**src/rtl/lcr_consts.vh**
```
`ifndef LCR_CONSTS_VH
`define LCR_CONSTS_VH
// ----------------------------------------
// register addresses and reset values
// ----------------------------------------
`define LCR_ADDR_CFG1     8'hf4
`define LCR_ADDR_CFG2     8'hf5
`define LCR_CFG1_RESET    8'h00
`define LCR_CFG2_RESET    8'h08
`define LCR_CFG2_WMASK    8'h9f
// ----------------------------------------
// field positions, first register
// ----------------------------------------
`define LCR_OVERCURRENT_DETECT_EN 0
`define LCR_DIM_OSC_INPUT_SEL     1
`define LCR_LAMP_FREQ_SOURCE_SEL  2
`define LCR_DIM_PWM_SOURCE_SEL    3
`define LCR_RAMP_OUTPUT_SEL       4
`define LCR_AUTO_RETRY_OFF        5
`define LCR_FAULT_RESPONSE_SEL    6
`define LCR_DIM_PWM_OFF           7
// ----------------------------------------
// field positions, second register
// ----------------------------------------
`define LCR_USER_MEM_WRITE_ALLOW  0
`define LCR_DIM_RANGE_LSB         1
`define LCR_DIM_RANGE_MSB         2
// ----------------------------------------
// nonvolatile copy timing
// ----------------------------------------
`define LCR_NV_WRITE_NS           1000
`define LCR_CLK_NS                10
`define LCR_NV_WRITE_CYC          ((`LCR_NV_WRITE_NS + `LCR_CLK_NS - 1) / `LCR_CLK_NS)
`endif

```
**src/rtl/lcr_config_regs.v**
```verilog
`timescale 1ns/1ps
`default_nettype none
`include "lcr_consts.vh"
// Functional notes
// RULE1: overcurrent detection runs only while first register bit 0 is set.
// RULE2: first register bit 1 picks resistor oscillator or external dimming clock on pin.
// RULE3: first register bit 2 makes lamp sync pin output (0) or input (1).
// RULE4: first register bit 3 makes dimming sync pin output (0) or input (1).
// RULE5: first register bit 4 puts dimming pwm (0) or ramp (1) on sync pin.
// RULE6: auto retry after faults unless first register bit 5 is set.
// RULE7: fault stops faulty channel only, or both when bit 6 set.
// RULE8: burst dimming pwm applied unless first register bit 7 is set.
// RULE9: user memory writes blocked unless second register bit 0 is set.
// RULE10: second register bits 2:1 choose one of four dimming clock ranges.
// RULE11: host must match range field to external dimming clock frequency.
// RULE12: registers at f4 and f5, nonvolatile shadowed; first resets to zero.
// RULE13: copy to nonvolatile memory only while shadow write block bit is clear.
module lcr_config_regs (
    input  wire       clk_sys,
    input  wire       reset,
    // register port from the serial interface
    input  wire [7:0] reg_addr,
    input  wire [7:0] reg_wdata,
    input  wire       reg_wr,
    input  wire       reg_rd,
    output reg  [7:0] reg_rdata,
    output wire       reg_hit,
    input  wire       shadow_nv_write_block,
    // nonvolatile copy request
    output reg        nv_wr_req,
    output reg  [7:0] nv_wr_addr,
    output reg  [7:0] nv_wr_data,
    output wire       nv_busy,
    input  wire       nv_load,
    input  wire [7:0] nv_load_cfg1,
    input  wire [7:0] nv_load_cfg2,
    // user memory write gate
    input  wire       user_mem_wr_req,
    output wire       user_mem_wr_grant,
    // fault handling
    input  wire       overcurrent_raw,
    output wire       overcurrent_fault,
    input  wire [1:0] chan_fault,
    output wire [1:0] chan_disable,
    output wire       auto_retry_en,
    // dimming oscillator
    output wire       dim_osc_ext_clk,
    input  wire       dim_osc_pin,
    output wire       dim_ext_clk,
    output wire [1:0] dim_range,
    // lamp sync pin
    input  wire       lamp_freq_int,
    input  wire       lamp_sync_pin_i,
    output wire       lamp_sync_pin_o,
    output wire       lamp_sync_pin_oe,
    output wire       lamp_freq,
    // dimming sync pin
    input  wire       dim_pwm_int,
    input  wire       ramp_int,
    input  wire       dim_sync_pin_i,
    output wire       dim_sync_pin_o,
    output wire       dim_sync_pin_oe,
    output wire       burst_dimming_pwm
);
    // ----------------------------------------
    // register storage
    // ----------------------------------------
    reg  [7:0] lamp_control_config_1_ff;
    reg  [7:0] lamp_control_config_2_ff;
    reg  [7:0] nv_cnt_ff;
    wire       lamp_sync_s;
    wire       dim_sync_s;
    wire       dim_osc_s;
    wire       wr_cfg1;
    wire       wr_cfg2;

    // copy time kept as a 32-bit constant so the counter load is an explicit slice
    localparam [31:0] NV_WRITE_CYC = `LCR_NV_WRITE_CYC;

    // ----------------------------------------
    // address map and write mask helpers
    // ----------------------------------------
    // one address map shared by the write, hit and read paths
    function is_cfg1(input [7:0] addr);
        is_cfg1 = (addr == `LCR_ADDR_CFG1);
    endfunction

    function is_cfg2(input [7:0] addr);
        is_cfg2 = (addr == `LCR_ADDR_CFG2);
    endfunction

    // reserved bits of the second register never store a one
    function [7:0] cfg2_mask(input [7:0] data);
        cfg2_mask = data & `LCR_CFG2_WMASK;
    endfunction

    // write strobes and address hit
    assign wr_cfg1 = reg_wr && is_cfg1(reg_addr);
    assign wr_cfg2 = reg_wr && is_cfg2(reg_addr);
    assign reg_hit = is_cfg1(reg_addr) || is_cfg2(reg_addr);

    // writes win over a simultaneous nonvolatile load
    always @(posedge clk_sys) begin
        if (reset) begin
            lamp_control_config_1_ff <= `LCR_CFG1_RESET; // RULE12
            lamp_control_config_2_ff <= `LCR_CFG2_RESET;
        end else begin
            if (nv_load) begin
                lamp_control_config_1_ff <= nv_load_cfg1;
                lamp_control_config_2_ff <= cfg2_mask(nv_load_cfg2);
            end
            if (wr_cfg1)
                lamp_control_config_1_ff <= reg_wdata; // RULE12
            if (wr_cfg2)
                lamp_control_config_2_ff <= cfg2_mask(reg_wdata);
        end
    end

    // read data registered, unmapped reads give zero
    always @(posedge clk_sys) begin
        if (reset) begin
            reg_rdata <= 8'h00;
        end else if (reg_rd) begin
            case (reg_addr)
                `LCR_ADDR_CFG1: reg_rdata <= lamp_control_config_1_ff;
                `LCR_ADDR_CFG2: reg_rdata <= lamp_control_config_2_ff;
                default:        reg_rdata <= 8'h00;
            endcase
        end
    end

    // ----------------------------------------
    // nonvolatile copy of shadowed writes
    // ----------------------------------------
    // block sampled at the write; a write during a busy copy still updates ram
    always @(posedge clk_sys) begin
        if (reset) begin
            nv_wr_req  <= 1'b0;
            nv_wr_addr <= 8'h00;
            nv_wr_data <= 8'h00;
            nv_cnt_ff  <= 8'h00;
        end else begin
            nv_wr_req <= 1'b0;
            if (nv_cnt_ff != 8'h00)
                nv_cnt_ff <= nv_cnt_ff - 8'h01;
            if ((wr_cfg1 || wr_cfg2) && !shadow_nv_write_block && nv_cnt_ff == 8'h00) begin // RULE13
                nv_wr_req  <= 1'b1;
                nv_wr_addr <= reg_addr;
                nv_wr_data <= wr_cfg2 ? cfg2_mask(reg_wdata) : reg_wdata;
                nv_cnt_ff  <= NV_WRITE_CYC[7:0];
            end
        end
    end
    assign nv_busy = (nv_cnt_ff != 8'h00);

    // ----------------------------------------
    // pin synchronisers
    // ----------------------------------------
    lcr_sync2 u_sync_lamp (
        .clk_sys (clk_sys),
        .reset   (reset),
        .din     (lamp_sync_pin_i),
        .dout    (lamp_sync_s)
    );
    lcr_sync2 u_sync_dim (
        .clk_sys (clk_sys),
        .reset   (reset),
        .din     (dim_sync_pin_i),
        .dout    (dim_sync_s)
    );
    lcr_sync2 u_sync_osc (
        .clk_sys (clk_sys),
        .reset   (reset),
        .din     (dim_osc_pin),
        .dout    (dim_osc_s)
    );

    // ----------------------------------------
    // control field decode
    // ----------------------------------------
    // named fields keep the bit map in one place for the decode below
    wire       overcurrent_detect_en;
    wire       dim_osc_input_sel;
    wire       lamp_freq_source_sel;
    wire       dim_pwm_source_sel;
    wire       ramp_output_sel;
    wire       auto_retry_off;
    wire       fault_response_sel;
    wire       dim_pwm_off;
    wire       user_mem_write_allow;

    assign overcurrent_detect_en = lamp_control_config_1_ff[`LCR_OVERCURRENT_DETECT_EN];
    assign dim_osc_input_sel     = lamp_control_config_1_ff[`LCR_DIM_OSC_INPUT_SEL];
    assign lamp_freq_source_sel  = lamp_control_config_1_ff[`LCR_LAMP_FREQ_SOURCE_SEL];
    assign dim_pwm_source_sel    = lamp_control_config_1_ff[`LCR_DIM_PWM_SOURCE_SEL];
    assign ramp_output_sel       = lamp_control_config_1_ff[`LCR_RAMP_OUTPUT_SEL];
    assign auto_retry_off        = lamp_control_config_1_ff[`LCR_AUTO_RETRY_OFF];
    assign fault_response_sel    = lamp_control_config_1_ff[`LCR_FAULT_RESPONSE_SEL];
    assign dim_pwm_off           = lamp_control_config_1_ff[`LCR_DIM_PWM_OFF];
    assign user_mem_write_allow  = lamp_control_config_2_ff[`LCR_USER_MEM_WRITE_ALLOW];

    // overcurrent gated off, not just masked in status
    assign overcurrent_fault = overcurrent_raw & overcurrent_detect_en; // RULE1
    assign dim_osc_ext_clk   = dim_osc_input_sel; // RULE2
    // external clock seen only in external mode; resistor mode leaves it low
    assign dim_ext_clk = dim_osc_ext_clk & dim_osc_s; // RULE2
    assign dim_range = {lamp_control_config_2_ff[`LCR_DIM_RANGE_MSB],
                        lamp_control_config_2_ff[`LCR_DIM_RANGE_LSB]}; // RULE10

    // lamp sync pin direction and source
    assign lamp_sync_pin_oe = ~lamp_freq_source_sel; // RULE3
    assign lamp_sync_pin_o  = lamp_freq_int;
    assign lamp_freq = lamp_sync_pin_oe ? lamp_freq_int : lamp_sync_s; // RULE3

    // dimming sync pin direction and content
    assign dim_sync_pin_oe = ~dim_pwm_source_sel; // RULE4
    assign dim_sync_pin_o  = ramp_output_sel ? ramp_int : dim_pwm_int; // RULE5
    // dimming off holds lamps on continuously
    assign burst_dimming_pwm = dim_pwm_off ? 1'b1 :
                               (dim_sync_pin_oe ? dim_pwm_int : dim_sync_s); // RULE8 RULE4

    // fault response and retry
    assign auto_retry_en = ~auto_retry_off; // RULE6
    assign chan_disable  = fault_response_sel ? {2{|chan_fault}} : chan_fault; // RULE7

    // user memory write protection
    assign user_mem_wr_grant = user_mem_wr_req & user_mem_write_allow; // RULE9
endmodule
`default_nettype wire

```
**src/rtl/lcr_sync2.v**
```verilog
`timescale 1ns/1ps
`default_nettype none
// ----------------------------------------
// two-flop synchroniser for pin inputs
// ----------------------------------------
module lcr_sync2 (
    input  wire clk_sys,
    input  wire reset,
    input  wire din,
    output wire dout
);
    reg meta_ff;
    reg sync_ff;

    // first flop read only by the second
    always @(posedge clk_sys) begin
        if (reset) begin
            meta_ff <= 1'b0;
            sync_ff <= 1'b0;
        end else begin
            meta_ff <= din;
            sync_ff <= meta_ff;
        end
    end

    assign dout = sync_ff;
endmodule
`default_nettype wire

```
**config.mk**
```make
export PLATFORM = sky130hd
export DESIGN_NAME = lcr_config_regs
export DESIGN_NICKNAME = d
export VERILOG_FILES = /design/src/rtl/lcr_config_regs.v /design/src/rtl/lcr_sync2.v
export VERILOG_INCLUDE_DIRS = /design/src /design/src/rtl
export SDC_FILE = /design/constraint.sdc
export NUM_CORES = 1
export LEC_CHECK = 0
export BUFFER_PORTS_ARGS = -buffer_cell sky130_fd_sc_hd__buf_4
export CAP_MARGIN = 25
export CELL_PAD_IN_SITES_DETAIL_PLACEMENT = 0
export CELL_PAD_IN_SITES_GLOBAL_PLACEMENT = 1
export CORE_ASPECT_RATIO = 0.75
export CORE_UTILIZATION = 39
export DETAILED_ROUTE_END_ITERATION = 8
export GPL_TIMING_DRIVEN = 1
export PLACE_DENSITY_LB_ADDON = 0.1
export SYNTH_ARGS = -nofsm -noshare
export SYNTH_HDL_FRONTEND = slang
export SYNTH_SLANG_ARGS = --single-unit
export TNS_END_PERCENT = 20
```
**constraint.sdc**
```tcl
create_clock -name clk_sys -period 2.9 [get_ports clk_sys]
set_input_delay 0.29 -clock clk_sys [delete_from_list [all_inputs] [get_ports clk_sys]]
set_output_delay 0.29 -clock clk_sys [all_outputs]
set_load 0.02 [all_outputs]
```
* Word level (Yosys, flattened, before mapping)
Cells that the tools add are included.
Word-level totals: word-level logic and storage cells 51, register bits 53
Operators by class: bitwise logic cells 6, reductions and logical operators 14, mux-type cells 14, add/subtract/negate cells 1, equal/unequal tests 2
Operators with widths (count):
- 8-bit two-way mux | 4
- 7-bit two-way mux | 3
- 8-bit equality test (second input constant) | 2
- 8-bit case mux with 2 select lines | 1
- 8-bit logical NOT | 1
- 8-bit nonzero test | 1
- 8-bit by 1-bit subtractor with 8-bit output (second input constant) | 1
- 2-bit nonzero test | 3
- 1-bit two-way mux | 5
- 1-bit logical AND | 4
- 2-bit OR reduction | 2
- 1-bit bitwise AND | 3
- 1-bit NOT | 3
- 1-bit logical OR | 2
- 2-bit two-way mux | 1
- 1-bit logical NOT | 1

* Depth between registers and ports, before layout
word-level depth 6, gate-level depth with buffers 6, mapped depth without buffers 5

* Hierarchy
Synthesis repeated with hierarchy kept, for this count alone.
Second synthesis, totals: cell total of the unflattened synthesis 252, area total of the unflattened synthesis 2409.8 µm²
By module, submodules not included:
- lcr_config_regs | instances 1, area each 2252.2 µm², cells an instance 240, seq. area each 940.9 µm²
- lcr_sync2 | instances 3, area each 52.6 µm², cells an instance 4, seq. area each 40.0 µm²

* Worst setup path after synthesis
OpenSTA, ideal clock, no wires.
path kind flip-flop to flip-flop, from register nv_cnt_ff[0], to register nv_cnt_ff[1], arrival time 1737 ps, buffers on the path 1, clock period less this slack 1840 ps, path slack 1060 ps, cell stages (with the launch flop) 7, path through dfxtp_1 > inv_1 > ha_1 > or3b_2 > buf_1 > or2_4 > a2111oi_2
Between the ends: elaborated cells between the ends (all ways) 5
RTL lines:
- from (decl) | RTL line lcr_config_regs.v:70 | reg [7:0] nv_cnt_ff;
- from (signal assigned) | RTL line lcr_config_regs.v:145 | nv_cnt_ff <= nv_cnt_ff - 8'h01;
- from (signal assigned) | RTL line lcr_config_regs.v:150 | nv_cnt_ff <= NV_WRITE_CYC[7:0];
- 8-bit nonzero test
- named net nv_busy | RTL line lcr_config_regs.v:33 | output wire nv_busy,
The timed path passes the listed nets, and every way through them passes these cells. A chain may end at the register's enable or synchronous reset.

* Final worst setup path
from register nv_cnt_ff[0], to output nv_busy
Between the ends: longest elaborated chain between the ends 1
Ends and longest elaborated chain:
- 8-bit nonzero test | RTL line lcr_config_regs.v:154 | assign nv_busy = (nv_cnt_ff != 8'h00);
- to (decl) | RTL line lcr_config_regs.v:33
Every way passes these cells.

==> impl_metrics.toml <==
[outcome]
status = "completed"

[drt]
wl_per_cell_um = 14.0
dr.pass1.iters = 4
drc = 0
vias = 2015
ant_nets = 0
wl_mm = 5.72
drtIter0Drc = 58
viasPerCell = 4.95

[grt]
track_usage_pct = 17.8
grt.overflow.total = 0
grt_max_degree = 43
grt_pass1_vias = 1764
antenna_found_initial = 0
grt_pass1_wl_mm = 8.88

[setup_path]
crit_path_end_kind = "primary output"
cp.arrival_ns = 1.91
timing.rr.end = "nv_wr_data[6]$_SDFFE_PP0P_"
reg2regPathDepth = 5
worstSetupStartpointType = "register"
cp_max_fo = 7
cp_data_required_time_ns = 2.61
ff2ff_setup_slack_ns = 0.99
cp-startpoint = "nv_cnt_ff[0]$_SDFFE_PP0N_"
critPathKind = "register to primary output"
timing.rr.start = "nv_cnt_ff[0]$_SDFFE_PP0N_"

[synthesis]
syn_area_um2 = 2420
synth.distinct_cells = 44
avgSynthCellArea_um2 = 9.55
seq_area_frac_synth_pct = 43.9
synth-edff-count = 0
netlist_top_cells_count = "dfxtp_1, nand2_1, mux2i_1"
synthTopCellsByArea = "dfxtp_1, mux2_2, mux2i_1"
ys.flop_type = "dfxtp_1"
synthMostInstantiatedCell = "dfxtp_1"
syn_nets = 303
yosys_warnings = 0
ys_ff_latch = 53
async_flop_share_pct = 0
syn_inst = 253
synth_top_area_share_pct = 43.9
synth_largest_area_cell = "dfxtp_1"

[cells_and_area]
area_delta_synth_final_pct = 32.4
layout.nets = 378
drive_gt1_share_pct = 37.4
final_util_pct = 54.3
fill_cells = 576
stdcell_count = 407
diodes = 0

[floorplan]
num_io_pins = 90
initial_core_util_pct = 41.1
die_h_um = 70.2
die_x_um = 92.9
rows = 24
core_area_um2 = 5890
dieArea_um2 = 6520

[worst_hold_path]
min_path_cells = 2
hold_path.startpoint = "lamp_sync_pin_i"
worstHoldPathType = "input pin to register"
holdPathEnd = "u_sync_lamp.meta_ff$_SDFF_PP0_"

[clocking]
clkLatencyLatePin_ns = 0.30
cts_setup_buffers = 0
path_clk_slew_ns = 0.10
root_buffer = "clkbuf_8"
cts_tree = "built"
h-tree-depth = 2
cts.repair.resized = 0
clk_path_buf_depth = 2
cts-hold-fix-buffers = 0
cts_buffers = 5
cts.sinks = 53

[place]
dpl_worst_slack_ns = 0.984
port_buffers = 87
place_hpwl_mm = 4.11
gp_congestion = 0.781
placed_cells = 399

[timing]
period_minus_slack_ns = 2.20
tns_ns = 0
setup_viol = 0
hold_viol = 0
relSlewSlack_pct = 53.5
fmax_mhz = 455
final.setup.worst_slack_ns = 0.702
maxSlewViolCount = 0
rsz0062_at_grt = "false"
hold_ws_ns = 0.185
final.setup_skew_ns = 0.00889
worst_pin_slew_ns = 0.697
min_period_over_period_pct = 75.8

[pwr]
vdd_drop_max_mv = 0.226
p_leak_uw = 0.00145
p_per_area_nw_per_um2 = 605

[job]
drv_cap = 0
## worst max-delay path, cell delays in order, from the launching register on
cell and delay (ns):
dfxtp_1 0.37, inv_1 0.10, ha_1 0.17, or3b_2 0.53, or2_4 0.27, buf_4 0.16
## layer usage
metal | up-vias | part of all wire, % | GRT usage [%]
li1 | 1030 | - | -
met3 | 5 | 6.7 | 5.01
met5 | - | 0 | 0
met1 | 917 | 52 | 25.5
met2 | 63 | 41 | 25.7
met4 | 0 | 0.89 | 5.64
## cells by family after synthesis
kind of cell	after synthesis	synth area share [%]
simple gates	96	22.4
flops	53	43.9
mux	44	19.3
compound gates	29	7.87
buf+inv	27	4.71
xor+xnor	2	0.725
fa+ha+maj	2	1.04
## sequential cells by signal (all words and copies together), names as in the netlist
register	flops
u_sync_osc.dout	1
nv_wr_req	1
u_sync_lamp.dout	1
u_sync_dim.dout	1
nv_wr_data	8
lamp_control_config_2_ff	6
u_sync_dim.meta_ff	1
u_sync_lamp.meta_ff	1
nv_wr_addr	8
nv_cnt_ff	8
u_sync_osc.meta_ff	1
lamp_control_config_1_ff	8
reg_rdata	8
## area by class of cell
cell class | instances | area [um2] | area share, %
Tap cell | 78 | 97.6 | 3.05
Inverter | 7 | 26.3 | 0.822
Timing Repair Buffer | 88 | 661 | 20.7
Clock inverter | 2 | 38.8 | 1.21
Sequential cell | 53 | 1060 | 33.2
Clock buffer | 6 | 72.6 | 2.27
Multi-Input combinational cell | 173 | 1240 | 38.8
## cell usage in the layout (no fill, tap or decap), drive strengths merged, types with 3 or more instances in the layout
cell type	count
o21ai	5
a21oi	9
nor3	4
nand2b	8
buf	88
inv	7
mux2i	23
nand4	8
nor2	4
mux2	21
nand2	32
or4	3
o21a	5
and2	4
nor2b	10
dfxtp	53
clkbuf	6
and3b	3
## worst max path at each step
stage | cells after the start | slack, ns | to
6_report | 5 | 0.70 | nv_busy
5_1_grt | 5 | 0.57 | nv_busy
4_1_cts | 5 | 0.69 | nv_busy
3_5_place_dp | 5 | 0.98 | nv_wr_data[6]$_SDFFE_PP0P_
3_3_place_gp | 5 | 0.98 | nv_wr_data[5]$_SDFFE_PP0P_
2_1_floorplan | 6 | 1.06 | nv_cnt_ff[1]$_SDFFE_PP0N_
## power breakdown
group | total, uW | switching [uW] | internal [uW]
clock network | 501 | 241 | 259
logic | 554 | 269 | 285
registers | 879 | 83.0 | 796
## stage by stage
stage / total power, uW / area, um2
floorplan: 1300 / 2420
global placement: 1450 / 3090
detailed placement: 1450 / 3090
CTS: 1960 / 3200
global route: 2070 / 3200
finish: 1930 / 3200
Power figures use the tool's default switching activity.
